File: config.mk
export PLATFORM = sky130hd
export DESIGN_NAME = dsw_frontend
export DESIGN_NICKNAME = d
export VERILOG_FILES = /design/src/core/dsw_frontend.v /design/src/core/dsw_sync2.v
export VERILOG_INCLUDE_DIRS = /design/src /design/src/core
export SDC_FILE = /design/constraint.sdc
export NUM_CORES = 1
export LEC_CHECK = 0
export BUFFER_PORTS_ARGS = -buffer_cell sky130_fd_sc_hd__buf_2
export CAP_MARGIN = 30
export CORE_MARGIN = 2
export CORE_UTILIZATION = 30
export DETAILED_ROUTE_END_ITERATION = 8
export GPL_ROUTABILITY_DRIVEN = 0
export GPL_TIMING_DRIVEN = 0
export SLEW_MARGIN = 30
export SYNTH_ARGS = -nofsm -noshare
export SYNTH_HDL_FRONTEND = slang
export SYNTH_SLANG_ARGS = --single-unit
export TNS_END_PERCENT = 30
File: constraint.sdc
create_clock -name sys_clk_i -period 2.5 [get_ports sys_clk_i]
set_input_delay 0.125 -clock sys_clk_i [delete_from_list [all_inputs] [get_ports sys_clk_i]]
set_output_delay 0.125 -clock sys_clk_i [all_outputs]
set_load 0.005 [all_outputs]
File: src/core/dsw_map.vh
// constants for the serial write front end
`ifndef DSW_MAP_VH
`define DSW_MAP_VH
`define DSW_FRAME_BITS      24
`define DSW_CNT_W           5
`define DSW_DATA_W          16
`define DSW_DATA_LSB        0
`define DSW_MODE_LSB        16
`define DSW_MODE_W          2
`define DSW_CNT_RST         5'h00
`define DSW_CNT_LAST        5'h17
`define DSW_DATA_RST        16'h0000
`define DSW_MODE_RST        2'h0
`define DSW_SHIFT_RST       24'h000000
`endif

File: src/core/dsw_frontend.v
// serial write front end: 24-bit frame shift, execute or abort
// Behaviour
// - 24-bit shift register samples data on falling serial clock edges.
// - low frame select enables shifting on the following falling edges.
// - on the 24th falling edge the frame executes and updates data.
// - select rising before the 24th edge aborts; partial frame dropped.
// - two power mode bits select normal or one of three power-down modes.
// - sixteen data bits load the converter register on a valid frame.
// - on abort, shift register cleared; data and mode unchanged.
// - new frame starts only on falling frame select; may stay low after.
`default_nettype none
`include "dsw_map.vh"
module dsw_frontend
(
  input  wire        sys_clk_i,
  input  wire        reset_n_i,
  input  wire        frame_sel_n_i,
  input  wire        ser_clk_i,
  input  wire        ser_data_i,
  output reg  [15:0] dac_data_o,
  output reg  [1:0]  power_mode_o,
  output wire        power_mode_bit_high_o,
  output wire        power_mode_bit_low_o,
  output reg         update_o,
  output reg         abort_o,
  output wire        busy_o
);
  localparam ST_IDLE = 2'h0;
  localparam ST_SHIFT = 2'h1;
  localparam ST_DONE = 2'h2;
  // idle waits for select to fall; shift collects bits and aborts when
  // select rises; done has executed and ignores further clock edges
  // until select goes high again

  wire                   fs_n_s;
  wire                   sclk_s;
  wire                   sdat_s;
  reg                    fs_n_d_r;
  reg                    sclk_d_r;
  reg  [1:0]             state_r;
  reg  [1:0]             state_nxt;
  reg  [`DSW_CNT_W-1:0]  cnt_r;
  reg  [`DSW_CNT_W-1:0]  cnt_nxt;
  reg  [23:0]            shift_r;
  reg  [23:0]            shift_nxt;
  reg  [15:0]            data_nxt;
  reg  [1:0]             mode_nxt;
  reg                    upd_nxt;
  reg                    abt_nxt;
  wire                   fs_fall;
  wire                   fs_rise;
  wire                   sclk_fall;
  wire [23:0]            shifted;

  ////////////////////////////////////////////////////////////////////////
  // input synchronisers
  // clock and data pass through equal depths, so the data level seen with
  // a detected clock fall is the level that stood at the pin edge
  // select pulses or clock phases shorter than one system clock can be
  // lost: the serial clock must run far below the system clock
  dsw_sync2 u_sync_fs
  (
    .sys_clk_i (sys_clk_i),
    .reset_n_i (reset_n_i),
    .async_i   (frame_sel_n_i),
    .rst_val_i (1'b1),
    .sync_o    (fs_n_s)
  );
  // serial clock idles high, so it resets high and no edge follows reset
  dsw_sync2 u_sync_sclk
  (
    .sys_clk_i (sys_clk_i),
    .reset_n_i (reset_n_i),
    .async_i   (ser_clk_i),
    .rst_val_i (1'b1),
    .sync_o    (sclk_s)
  );
  dsw_sync2 u_sync_sdat
  (
    .sys_clk_i (sys_clk_i),
    .reset_n_i (reset_n_i),
    .async_i   (ser_data_i),
    .rst_val_i (1'b0),
    .sync_o    (sdat_s)
  );

  ////////////////////////////////////////////////////////////////////////
  // edge detection on synchronised levels
  // delayed copies reset to the idle levels of their pins
  always @(posedge sys_clk_i)
  begin
    if (!reset_n_i)
    begin
      fs_n_d_r <= 1'b1;
      sclk_d_r <= 1'b1;
    end
    else
    begin
      fs_n_d_r <= fs_n_s;
      sclk_d_r <= sclk_s;
    end
  end

  // edge decode shared by the select and clock detectors
  function edge_seen;
    input prev_lvl;
    input now_lvl;
    input want_rise;
    begin
      if (want_rise)
        edge_seen = ~prev_lvl & now_lvl;
      else
        edge_seen = prev_lvl & ~now_lvl;
    end
  endfunction

  // one-cycle strobes from the synchronised levels
  assign fs_fall   = edge_seen(fs_n_d_r, fs_n_s, 1'b0);
  assign fs_rise   = edge_seen(fs_n_d_r, fs_n_s, 1'b1);
  assign sclk_fall = edge_seen(sclk_d_r, sclk_s, 1'b0);
  assign shifted   = {shift_r[22:0], sdat_s};

  ////////////////////////////////////////////////////////////////////////
  // frame state machine
  // one frame at a time; the counter holds the bits taken so far
  always @*
  begin
    state_nxt = state_r;
    cnt_nxt   = cnt_r;
    shift_nxt = shift_r;
    data_nxt  = dac_data_o;
    mode_nxt  = power_mode_o;
    upd_nxt   = 1'b0;
    abt_nxt   = 1'b0;
    case (state_r)
      ST_IDLE:
      begin
        // clock edges here belong to no frame and are dropped
        // start on falling select
        if (fs_fall)
        begin
          state_nxt = ST_SHIFT;
          cnt_nxt   = `DSW_CNT_RST;
          shift_nxt = `DSW_SHIFT_RST;
        end
      end
      ST_SHIFT:
      begin
        // select is looked at before the clock, so a rise seen in the
        // same cycle as the last fall still counts as an abort
        // early rise aborts
        if (fs_n_s)
        begin
          state_nxt = ST_IDLE;
          // outputs hold; only the pulse reports the abort
          // clear, keep outputs
          shift_nxt = `DSW_SHIFT_RST;
          cnt_nxt   = `DSW_CNT_RST;
          abt_nxt   = 1'b1;
        end
        else if (sclk_fall)
        begin
          shift_nxt = shifted;
          cnt_nxt   = cnt_r + 5'h01;
          if (cnt_r == `DSW_CNT_LAST)
          begin
            state_nxt = ST_DONE;
            // six leading bits shift through and are never read
            // load data bits
            data_nxt  = shifted[`DSW_DATA_LSB +: `DSW_DATA_W];
            mode_nxt  = shifted[`DSW_MODE_LSB +: `DSW_MODE_W];
            upd_nxt   = 1'b1;
            cnt_nxt   = `DSW_CNT_RST;
          end
        end
      end
      ST_DONE:
      begin
        // a new frame needs select to rise and fall again
        // wait for select high
        if (fs_rise)
          state_nxt = ST_IDLE;
      end
      default:
      begin
        state_nxt = ST_IDLE;
      end
    endcase
  end

  ////////////////////////////////////////////////////////////////////////
  // state and output registers
  // data and mode outputs only move with an executed frame
  // reset gives zero data and normal mode
  always @(posedge sys_clk_i)
  begin
    if (!reset_n_i)
    begin
      state_r      <= ST_IDLE;
      cnt_r        <= `DSW_CNT_RST;
      shift_r      <= `DSW_SHIFT_RST;
      dac_data_o   <= `DSW_DATA_RST;
      power_mode_o <= `DSW_MODE_RST;
      update_o     <= 1'b0;
      abort_o      <= 1'b0;
    end
    else
    begin
      state_r      <= state_nxt;
      cnt_r        <= cnt_nxt;
      shift_r      <= shift_nxt;
      dac_data_o   <= data_nxt;
      power_mode_o <= mode_nxt;
      update_o     <= upd_nxt;
      abort_o      <= abt_nxt;
    end
  end

  ////////////////////////////////////////////////////////////////////////
  // mode bit pins and activity flag
  // busy covers only the collecting phase, not a held-low done state
  assign power_mode_bit_high_o = power_mode_o[1];
  assign power_mode_bit_low_o  = power_mode_o[0];
  assign busy_o                = (state_r == ST_SHIFT);
endmodule
`default_nettype wire

File: src/core/dsw_sync2.v
// two flip-flop synchroniser for one asynchronous input
`default_nettype none
module dsw_sync2
(
  input  wire sys_clk_i,
  input  wire reset_n_i,
  input  wire async_i,
  input  wire rst_val_i,
  output wire sync_o
);
  reg meta_r;
  reg sync_r;
  always @(posedge sys_clk_i)
  begin
    if (!reset_n_i)
    begin
      meta_r <= 1'b0;
      sync_r <= 1'b0;
    end
    else
    begin
      meta_r <= async_i ^ rst_val_i;
      sync_r <= meta_r;
    end
  end
  assign sync_o = sync_r ^ rst_val_i;
endmodule
`default_nettype wire

# == Word level (Yosys, flattened, before mapping) ==
# Cells that the tools add are included.
# totals
mem_count,0
ramBits,0
elab_cells,55
latch_bits,0
out_inout_bits,23
inputBits,5
register_bits,52
romBits,0
# classes
muxes,17
addsub,1
n_shift,0
reduce_logical,7
n_bitwise,8
div_mod_pow,0
n_mul,0
n_lt_le_gt_ge,0
eq_ne,7
# op_table
op,n
$mux 17,3
$pmux 17 s2,1
$mux 5,4
$reduce_and 4->1,3
$mux 2,5
$pmux 5 s2,1
$ne 3x3->1 const B,2
$pmux 2 s3,1
$add 5x1->5 const B,1
$eq 5x5->1 const B,1
$not 1->1,5
$ne 2x2->1 const B,2
$and 1x1->1,3
$reduce_and 3->1,1
$eq 2x1->1 const B,1
$eq 2x2->1 const B,1
$logic_not 2->1,1
$mux 1,2
$reduce_and 2->1,1
$reduce_bool 2->1,1

# == Logic depth before layout (Yosys ltp) ==
# Gate-level depths: netlist of the first run.
# logic_depth
ltp_word,5
mapped_depth,6
mapped_depth_nobuf,4

# == Modules after synthesis ==
# From an unflattened synthesis of the first run, not the netlist that was laid out.
# hier_totals
cells_unflattened,194
hier_area_um2,1945.6
# modules_own_cells
mod,n_inst,seq_area_each_um2,area_each_um2,cells_per_inst
dsw_frontend,1,920.9,1735.4,176
dsw_sync2,3,40.0,70.1,6

# == Worst setup path before layout of the first run ==
# OpenSTA, ideal clock, no wires.
# synth_path
path_type,register to register
from,register cnt_r[0]
to,register dac_data_o[10]
synth_period_minus_slack_ns,1.424
path_stages_with_launch,7
n_path_buf,2
arrival_time_ns,1.352
required_time_ns,2.428
setup_slack_ns,1.076
setup_ns,0.072
cell_sequence,dfxtp_1 > ha_1 > nand4b_1 > nor3_2 > buf_6 > buf_12 > mux2i_1
# synth_via
elab_chain_cells,2
# synth_lines
element,line_no,source
from (decl),dsw_frontend.v:42,reg [`DSW_CNT_W-1:0] cnt_r;
from (signal assigned),dsw_frontend.v:200,cnt_r <= `DSW_CNT_RST;
from (signal assigned),dsw_frontend.v:210,cnt_r <= cnt_nxt;
$eq 5x5->1 (no line),--,
$reduce_and 4->1 (no line),--,
to (signal assigned),dsw_frontend.v:202,dac_data_o <= `DSW_DATA_RST;
to (signal assigned),dsw_frontend.v:212,dac_data_o <= data_nxt;
to (decl),dsw_frontend.v:20,"output reg [15:0] dac_data_o,"
# Every way passes these cells.
# A chain may end at the register's enable or synchronous reset.

# == Final worst setup path of the first run ==
# layout_path
from,register cnt_r[0]
to,register power_mode_o[1]
# layout_via
elab_chain_cells,2
# layout_lines
element,line_no,source
$eq 5x5->1 (no line),--,
$reduce_and 4->1 (no line),--,
to (signal assigned),dsw_frontend.v:203,power_mode_o <= `DSW_MODE_RST;
to (signal assigned),dsw_frontend.v:213,power_mode_o <= mode_nxt;
to (decl),dsw_frontend.v:21,"output reg [1:0] power_mode_o,"
# Every way passes these cells.

==> results of run 1 <==
sequential cells by signal, indices dropped and copies added, names as in the netlist:
signal	cells
u_sync_fs.sync_r	1
sclk_d_r	1
dac_data_o	16
cnt_r	5
u_sync_fs.meta_r	1
u_sync_sclk.sync_r	1
fs_n_d_r	1
u_sync_sdat.meta_r	1
shift_r	17
state_r	2
u_sync_sdat.sync_r	1
abort_o	1
power_mode_o	2
update_o	1
u_sync_sclk.meta_r	1
area by class of cell:
cell class	instances	area, um^2	area share [%]
buffer	15	100	4.45
clock buffer	5	68.8	3.06
clock inverter	3	42.5	1.89
inverter	2	7.51	0.334
multi-input combinational	120	747	33.2
sequential	52	1040	46.2
tap	75	93.8	4.17
timing repair buffer	28	150	6.67
metrics by stage:
| stage | hold WS (ns) | power (mW) | worst slack [ns] | instance area, um^2 |
|---|---|---|---|---|
| finish | 0.0148 | 1.46 | 0.802 | 2250 |
| global route | 0.0140 | 1.51 | 0.652 | 2250 |
| CTS | 0.0110 | 1.47 | 0.819 | 2250 |
| detailed placement | 0.282 | 0.900 | 0.848 | 2120 |
| global placement | 0.281 | 0.900 | 0.872 | 2120 |
| floorplan | 0.192 | 0.885 | 1.08 | 1900 |
cell usage after synthesis, types with 2 or more instances:
cell	number
buf_4	4
nand2_1	43
nand4b_1	2
nand4_1	2
nor3_1	3
and2_1	4
buf_2	3
clkbuf_1	5
o22ai_1	17
a21oi_1	2
dfxtp_1	52
inv_1	2
nor2_1	3
o21a_1	2
mux2i_1	20
nand3_1	4
kinds of logic (layout without fill, tap and decap cells):
group / Yosys count / after routing / share of synthesized area [%]
AND/OR/NAND/NOR: 71 / 71 / 18.1
flip-flops: 52 / 52 / 54.9
AO/OA/AOI/OAI: 28 / 28 / 10.1
multiplexers: 20 / 20 / 10.6
buffers and inverters: 17 / 53 / 5.68
adder cells (fa/ha/maj): 1 / 1 / 0.660
critical path, cell delays in order, from the launching register on:
cell and delay, ns:
dfxtp_1 0.38, ha_1 0.30, nand4b_1 0.21, nor3_2 0.18
buf_6 0.21, buf_12 0.16, mux2i_1 0.19
final timing paths:
path	slack, ns	from	to
setup / recovery	0.80	cnt_r[0]	power_mode_o[1]
hold / removal	0.01	ser_data_i	u_sync_sdat.meta_r
setup reg to reg	0.80	cnt_r[0]	power_mode_o[1]
hold reg to reg	0.44	u_sync_fs.meta_r	u_sync_fs.sync_r
power groups by stage:
stage | Combinational, mW | Clock [mW] | Sequential [mW]
after floorplan | 0.0287 | 0 | 0.856
after global placement | 0.0426 | 0 | 0.857
after detailed placement | 0.0431 | 0 | 0.857
after CTS | 0.0454 | 0.592 | 0.838
after global routing | 0.0495 | 0.623 | 0.839
final | 0.0448 | 0.576 | 0.838
placed cells by master, fill, tap and decap left out, types with 2 or more instances in the layout:
cell type | Yosys | layout
a21oi_1 | 2 | 2
and2_1 | 4 | 4
buf_2 | 3 | 29
buf_4 | 4 | 4
clkbuf_1 | 5 | 5
clkbuf_8 | 0 | 5
dfxtp_1 | 52 | 52
dlygate4sd3_1 | 0 | 2
inv_1 | 2 | 2
mux2i_1 | 20 | 20
nand2_1 | 43 | 43
nand3_1 | 4 | 4
nand4_1 | 2 | 2
nand4b_1 | 2 | 2
nor2_1 | 3 | 3
nor3_1 | 3 | 3
o21a_1 | 2 | 2
o22ai_1 | 17 | 17
timing repair:
item,4_1_cts,5_1_grt
setup buffers,0,0
hold buffers,2,0
endpoints found under the hold margin,2,0
gates resized for setup,0,0
per-layer routing:
metal	GRT usage [%]	share of wire, %	wire (um)	vias up
met3	4.35	5.6	221	6
met4	5.28	1.7	65	0
met1	15.9	49	1930	668
met2	17.4	43	1690	38
met5	0	0	0	-
li1	-	-	-	733
==> results.py, run 1 <==
metrics = {
    "run_status": {
        "status": "finished, final reports clean",
    },
    "floorplan": {
        "start_util_pct": 31.5,
        "fp-row-count": 28,
        "core_area_um2": 6030,
        "fp.dieW_um": 83.5,
        "ios": 28,
        "die-area_um2": 6970,
        "die_y_um": 83.5,
    },
    "worst_setup_path": {
        "critical_path_required_ns": 2.74,
        "crit_arrival_ns": 1.94,
        "path_max_fanout": 10,
        "end_kind": "flop",
        "critical_path_class": "flop to flop",
        "reg2reg_depth": 6,
        "crit_path_start_kind": "flop",
    },
    "synth": {
        "yosysTopAreaCellShare_pct": 54.9,
        "yosysUniqueCellTypes": 37,
        "ys_seq_area_share_pct": 54.9,
        "synth_edf_count": 0,
        "synthArstFlopShare_pct": 0,
        "yosysWarnings": 0,
        "yosysTopAreaCell": "dfxtp_1",
        "synth_area_leaders": "dfxtp_1, mux2i_1, nand2_1",
        "netlist_instances": 189,
        "ys.flop_type": "dfxtp_1",
        "syn_area_per_cell_um2": 10.0,
        "synth_area_um2": 1900,
        "syn-num-nets": 195,
        "synth_seq_cells": 52,
    },
    "finish": {
        "post-route-util_pct": 37.4,
        "post_route_cells_drive_above_1_share_pct": 21.3,
        "fin_cells": 300,
        "num-fill-cells": 620,
        "synthToLayoutAreaGrowth_pct": 18.7,
        "fin_nets": 230,
        "n_antenna_cell": 0,
    },
    "grt": {
        "grt_overflow_total": 0,
        "grt_pass1_vias": 1345,
        "antenna_found_initial": 0,
        "grt_start_max_net_pins": 17,
        "grt_pass1_wl_mm": 6.62,
        "gr-usage-all-layers_pct": 12.0,
    },
    "routing": {
        "remaining_drc_errors": 0,
        "viasPerCell": 4.82,
        "routedWlPerCell_um": 13.0,
        "drtAntennaViolNets": 0,
        "drt_iter0_drc": 104,
        "vias": 1445,
        "drt_wl_total_mm": 3.91,
        "drt-pass1-iter-count": 4,
    },
    "cts": {
        "cts_tree": "done",
        "cts_buffer_depth": 2,
        "cts_buffers": 5,
        "clock-sinks": 52,
        "cts-root-buf": "clkbuf_8",
        "clk_latency_ns": 0.31,
        "cts_max_level": 2,
        "clk_pin_slew_ns": 0.09,
    },
    "sta": {
        "hold_viol_final": 0,
        "min_period_over_period_pct": 67.9,
        "setup_viol": 0,
        "slew_viol_final": 0,
        "maxSlewHeadroom_pct": 67.9,
        "worst_pin_slew_ns": 0.481,
        "fmax_ghz": 0.589,
        "rsz0062_at_grt": "false",
        "setup_tns_ns": 0,
        "min_period_ns": 1.70,
        "finClkSkew_ns": 0.00592,
    },
    "flow_run": {
        "maxCapViolations": 0,
    },
    "power_and_ir_drop": {
        "p_int_mw": 1.14,
        "leakage_nw": 0.847,
        "p_switching_uw": 314,
        "combPwrFrac_pct": 3.1,
        "swShare_pct": 21.5,
        "clkPwrFrac_pct": 39.5,
        "p_per_area_nw_per_um2": 648,
        "pwr-share-seq_pct": 57.4,
        "ir_drop_mv": 0.326,
    },
    "place": {
        "io_buffer_count": 26,
        "placed_cells_incl_taps": 290,
        "hpwl_mm": 2.63,
    },
    "hold_path": {
        "whs_path_depth": 2,
        "hold_class": "primary input to flop",
    },
}
No activity file was read; power rests on OpenSTA's default activity.
==> run 2: changes to the inputs <==
==> constraint.sdc (replaced) <==
create_clock -name sys_clk_i -period 1.5 [get_ports sys_clk_i]
set_input_delay 0.075 -clock sys_clk_i [delete_from_list [all_inputs] [get_ports sys_clk_i]]
set_output_delay 0.075 -clock sys_clk_i [all_outputs]
set_load 0.005 [all_outputs]
==> run 2 against run 1 <==
  * Register-to-register slack worse by 0.79 ns
  * First-iteration DRC count down 26%
  * Clock power up 67%
  * Final cell count up 4.3%
  * Non-clock buffer count up 13
  * Routed wire length up 6.7%
  * Design area up 7.3%
  * Setup slack worse by 0.79 ns
  * Sequential share of layout area down 2.7 points
  * Combinational power up 83%
  * Critical path type unchanged
  * Largest power group unchanged
  * Highest routed layer unchanged
==> results.py, run 2 (synthesis gave the netlist of run 1 again) <==
metrics = {
    "floorplan": {
        "die_y_um": 83.5,
        "die-area_um2": 6970,
        "ios": 28,
        "fp-row-count": 28,
        "core_area_um2": 6030,
        "start_util_pct": 31.5,
        "fp.dieW_um": 83.5,
    },
    "sta": {
        "fmax_ghz": 0.673,
        "min_period_over_period_pct": 99.0,
        "min_period_ns": 1.48,
        "setup_viol": 0,
        "hold_viol_final": 0,
        "rsz0062_at_grt": "true",
        "maxSlewHeadroom_pct": 63.4,
        "finClkSkew_ns": 0.00308,
        "slew_viol_final": 0,
        "worst_pin_slew_ns": 0.550,
    },
    "cts": {
        "clk_latency_ns": 0.30,
        "cts_buffer_depth": 2,
        "cts_buffers": 5,
        "clk_pin_slew_ns": 0.09,
        "clock-sinks": 52,
        "cts_max_level": 2,
        "cts-root-buf": "clkbuf_8",
        "cts_tree": "done",
    },
    "worst_setup_path": {
        "critical_path_required_ns": 1.74,
        "crit_arrival_ns": 1.72,
        "path_max_fanout": 7,
        "path_cells": "ha_4, nand4b_1, nor3_2, buf_6, clkbuf_16, mux2i_1",
        "end_kind": "flop",
        "crit_path_start_kind": "flop",
        "max_stage_delay_ns": 0.37,
        "critical_path_class": "flop to flop",
        "slowest_stage": "dfxtp_4",
    },
    "finish": {
        "post_route_cells_drive_above_1_share_pct": 27.3,
        "largest_reg_flops": 17,
        "final_common_cell": "dfxtp_1",
        "n_antenna_cell": 0,
        "fin_cells": 313,
        "final_cell_mix": "dfxtp_1, nand2_1, buf_2",
        "fin_nets": 243,
        "reg_top3": "shift_r: 17 flops, dac_data_o: 16 flops, cnt_r: 5 flops",
        "num-fill-cells": 602,
        "synthToLayoutAreaGrowth_pct": 27.5,
        "regMostFlops": "shift_r",
    },
    "power_and_ir_drop": {
        "leakage_nw": 0.924,
        "finalPower_mw": 2.44,
        "swShare_pct": 21.8,
        "combPwrFrac_pct": 3.4,
        "ir_drop_mv": 0.625,
        "p_per_area_nw_per_um2": 1010,
        "p_switching_uw": 531,
        "p_int_mw": 1.91,
        "pwr-share-seq_pct": 57.1,
        "clkPwrFrac_pct": 39.5,
    },
    "routing": {
        "viasPerCell": 4.82,
        "vias": 1508,
        "drt_iter0_drc": 77,
        "drt_wl_total_mm": 4.18,
        "drtAntennaViolNets": 0,
        "remaining_drc_errors": 0,
        "routedWlPerCell_um": 13.3,
        "drt-pass1-iter-count": 4,
    },
    "run_status": {
        "status": "finished, final reports clean",
    },
    "grt": {
        "grt_overflow_total": 0,
        "antenna_found_initial": 0,
        "grt_pass1_vias": 1369,
        "grt_pass1_wl_mm": 6.69,
        "global_route.usage.met1_pct": 16.0,
        "grt_start_max_net_pins": 17,
        "met3_usage_pct": 4.35,
        "met2_usage_pct": 17.8,
        "gr-usage-all-layers_pct": 12.1,
        "gr-max-usage-layer": "met2",
    },
    "place": {
        "io_buffer_count": 26,
        "placed_cells_incl_taps": 290,
        "hpwl_mm": 2.63,
    },
    "flow_run": {
        "maxCapViolations": 0,
    },
    "hold_path": {
        "hold_class": "primary input to flop",
    },
}
run 2: cell count changes in the layout (fill, tap and decap cells not counted), moves of 2 or more:
| cell | change |
|---|---|
| dfxtp_2 | +2 |
| buf_4 | +11 |
| dfxtp_1 | -4 |
| dfxtp_4 | +2 |
run 2: path summary, 6_finish.rpt:
check | start | to | slack [ns] | depth (start not counted)
min | reset_n_i | cnt_r[4] | 0.17 | 3
min reg2reg | u_sync_fs.meta_r | u_sync_fs.sync_r | 0.44 | 1
max reg2reg | cnt_r[1] | power_mode_o[1] | 0.02 | 6
max | cnt_r[1] | power_mode_o[1] | 0.02 | 6
run 2: what timing repair did:
item,CTS,global route
buffers inserted,3,8
hold buffers,3,0
resized for setup,6,8
pin swaps,1,4
endpoints found under the hold margin,3,0
gates cloned,0,1
endpoints found under the setup margin,33,33
run 2: cell type report:
| class | instances | area [um^2] | area share, % |
|---|---|---|---|
| Buffer | 15 | 106 | 4.40 |
| Clock buffer | 5 | 68.8 | 2.85 |
| Clock inverter | 3 | 42.5 | 1.76 |
| Inverter | 2 | 7.51 | 0.311 |
| Multi-Input combinational cell | 120 | 778 | 32.2 |
| Sequential cell | 52 | 1050 | 43.5 |
| Tap cell | 75 | 93.8 | 3.88 |
| Timing Repair Buffer | 41 | 268 | 11.1 |
run 2: worst max-delay path, delay by kind of cell, from the launching register on:
kind                       cells  cell delay, ns
buffers and inverters          2            0.33
DFF                            1            0.37
and+or+nand+nor                2            0.38
adders and majority gates      1            0.15
muxes                          1            0.18
run 2: power by group through the flow:
stage | registers [mW] | clock network [mW] | logic, mW
floorplan | 1.43 | 0 | 0.0478
global placement | 1.43 | 0 | 0.0709
detailed placement | 1.43 | 0 | 0.0718
CTS | 1.40 | 0.986 | 0.0812
global route | 1.40 | 1.03 | 0.0898
finish | 1.39 | 0.964 | 0.0820
run 2: layer usage:
layer,up-vias,wire length (um)
li1,756,-
met1,709,2010
met2,35,1870
met3,8,206
met4,0,93
met5,-,0
run 2: per-stage QoR:
stage                     hold slack (ns)  util (%)  setup slack [ns]  cell area (um^2)  setup TNS (ns)
final                               0.165      40.1            0.0152              2420               0
after global routing                0.178      40.1           -0.0487              2420          -0.498
after CTS                           0.150      38.4           0.00280              2310               0
after detailed placement            0.232      35.2            -0.152              2120           -1.41
after global placement              0.231      35.2            -0.128              2120           -1.18
after floorplan                     0.142         -            0.0765              1900               0
==> run 3: changes to the inputs <==
--- a/config.mk
+++ b/config.mk
@@ -13,6 +13,7 @@
 export DETAILED_ROUTE_END_ITERATION = 8
 export GPL_ROUTABILITY_DRIVEN = 0
 export GPL_TIMING_DRIVEN = 0
+export MAX_ROUTING_LAYER = met4
 export SLEW_MARGIN = 30
 export SYNTH_ARGS = -nofsm -noshare
 export SYNTH_HDL_FRONTEND = slang
==> run 3 against run 2 <==
  * Routed wire length shrank 0.24%
  * Combinational power shrank 1%
  * Clock-buffer cell count is the same
  * Setup slack gained 0.011 ns
  * Final cell count is the same
  * Global-route usage grew 0.34 points
  * Critical path type unchanged
==> results.py, run 3 (synthesis gave the netlist of run 1 again) <==
metrics = {
    "hold_path": {
        "holdCritStartpoint": "reset_n_i",
        "hold_class": "primary input to flop",
        "whs_path_depth": 3,
        "hold_path_end": "cnt_r[4]",
    },
    "finish": {
        "final_cell_mix": "dfxtp_1, nand2_1, buf_2",
        "regMostFlops": "shift_r",
        "fin_nets": 243,
        "synthToLayoutAreaGrowth_pct": 27.5,
        "n_antenna_cell": 0,
        "final_common_cell": "dfxtp_1",
        "reg_top3": "shift_r: 17 flops, dac_data_o: 16 flops, cnt_r: 5 flops",
        "largest_reg_flops": 17,
        "fin_cells": 313,
        "post_route_cells_drive_above_1_share_pct": 27.3,
    },
    "floorplan": {
        "core_area_um2": 6030,
        "fp-row-count": 28,
        "ios": 28,
        "die-area_um2": 6970,
        "fp.dieW_um": 83.5,
        "die_y_um": 83.5,
        "start_util_pct": 31.5,
    },
    "routing": {
        "vias": 1526,
        "remaining_drc_errors": 0,
        "drt_iter0_drc": 104,
        "drt-pass1-iter-count": 4,
        "viasPerCell": 4.88,
        "drtAntennaViolNets": 0,
        "routedWlPerCell_um": 13.3,
        "drt_wl_total_mm": 4.17,
    },
    "worst_setup_path": {
        "reg2reg_depth": 6,
        "slowest_stage": "dfxtp_4",
        "critical_path_class": "flop to flop",
        "r2r_end": "power_mode_o[1]",
        "crit_path_start_kind": "flop",
        "path_max_fanout": 7,
        "critical_path_required_ns": 1.74,
        "timing.rr.start": "cnt_r[1]",
        "path_cells": "ha_4, nand4b_1, nor3_2, buf_6, clkbuf_16, mux2i_1",
        "crit_arrival_ns": 1.71,
        "rrSetupSlack_ns": 0.03,
        "max_stage_delay_ns": 0.37,
        "end_kind": "flop",
    },
    "power_and_ir_drop": {
        "leakage_nw": 0.924,
        "ir_drop_mv": 0.622,
        "p_per_area_nw_per_um2": 1010,
        "finalPower_mw": 2.43,
    },
    "grt": {
        "grt_overflow_total": 0,
        "antenna_found_initial": 0,
        "grt_start_max_net_pins": 17,
        "gr-usage-all-layers_pct": 12.5,
        "grt_pass1_wl_mm": 6.70,
        "grt_pass1_vias": 1365,
    },
    "cts": {
        "cts_buffer_depth": 2,
        "clock-sinks": 52,
        "cts_buffers": 5,
        "cts_tree": "done",
        "cts_max_level": 2,
        "clk_pin_slew_ns": 0.09,
        "cts-root-buf": "clkbuf_8",
        "clk_latency_ns": 0.30,
    },
    "place": {
        "dp_slack_ns": -0.152,
        "hpwl_mm": 2.63,
        "placed_cells_incl_taps": 290,
        "io_buffer_count": 26,
    },
    "run_status": {
        "status": "finished, final reports clean",
    },
    "sta": {
        "hold_viol_final": 0,
        "rsz0062_at_grt": "true",
        "worst_pin_slew_ns": 0.541,
        "min_period_over_period_pct": 98.2,
        "finClkSkew_ns": 0.00267,
        "fmax_ghz": 0.679,
        "fin_ws_ns": 0.0267,
        "hold_ws_ns": 0.164,
        "min_period_ns": 1.47,
        "maxSlewHeadroom_pct": 63.9,
        "slew_viol_final": 0,
        "setup_viol": 0,
    },
    "flow_run": {
        "maxCapViolations": 0,
    },
}
## run 3: critical path, delay by kind of cell, from the launching register on
kind                       cells  cell delay [ns]
and+or+nand+nor                2             0.38
DFF                            1             0.37
buffers and inverters          2             0.33
muxes                          1             0.18
adders and majority gates      1             0.16
## run 3: layer usage
metal | wire, um | vias to the layer above | track usage [%]
li1 | - | 758 | -
met1 | 2040 | 734 | 16.0
met2 | 1860 | 29 | 17.7
met3 | 195 | 5 | 4.35
met4 | 70 | 0 | 5.28
met5 | 0 | - | -
## run 3: timing repair
| action | CTS | global route |
|---|---|---|
| endpoints found under the setup margin | 33 | 33 |
| setup buffers | 3 | 8 |
| hold endpoints to repair | 3 | 0 |
| resized for setup | 6 | 8 |
| cloned | 0 | 1 |
| hold buffers | 3 | 0 |
| pin swaps | 1 | 4 |
## run 3: how the worst max path moves through the flow
| stage | startpoint | end | depth (start not counted) |
|---|---|---|---|
| floorplan | cnt_r[0] | dac_data_o[10] | 6 |
| global placement | cnt_r[0] | dac_data_o[7] | 6 |
| detailed placement | cnt_r[0] | power_mode_o[1] | 6 |
| CTS | cnt_r[1] | dac_data_o[9] | 6 |
| global route | cnt_r[1] | dac_data_o[11] | 6 |
| finish | cnt_r[1] | power_mode_o[1] | 6 |
## run 3: metrics by stage
| stage | area, um^2 | setup TNS (ns) | utilization, % |
|---|---|---|---|
| final | 2420 | 0 | 40.1 |
| after global routing | 2420 | -0.496 | 40.1 |
| after CTS | 2310 | 0 | 38.4 |
| after detailed placement | 2120 | -1.41 | 35.2 |
| after global placement | 2120 | -1.18 | 35.2 |
| after floorplan | 1900 | 0 | - |
## run 3: power breakdown
part | internal (mW) | switching, mW | total (mW) | leakage (nW)
combinational | 0.0281 | 0.0532 | 0.0812 | 0.447
clock | 0.494 | 0.465 | 0.959 | 0.0541
sequential | 1.39 | 0.00740 | 1.39 | 0.423
## run 3: cell type report
cell class / count / area, um^2
Timing Repair Buffer: 41 / 268
Tap cell: 75 / 93.8
Buffer: 15 / 106
Clock buffer: 5 / 68.8
Sequential cell: 52 / 1050
Clock inverter: 3 / 42.5
Multi-Input combinational cell: 120 / 778
Fill cell: 602 / 3610
Inverter: 2 / 7.51
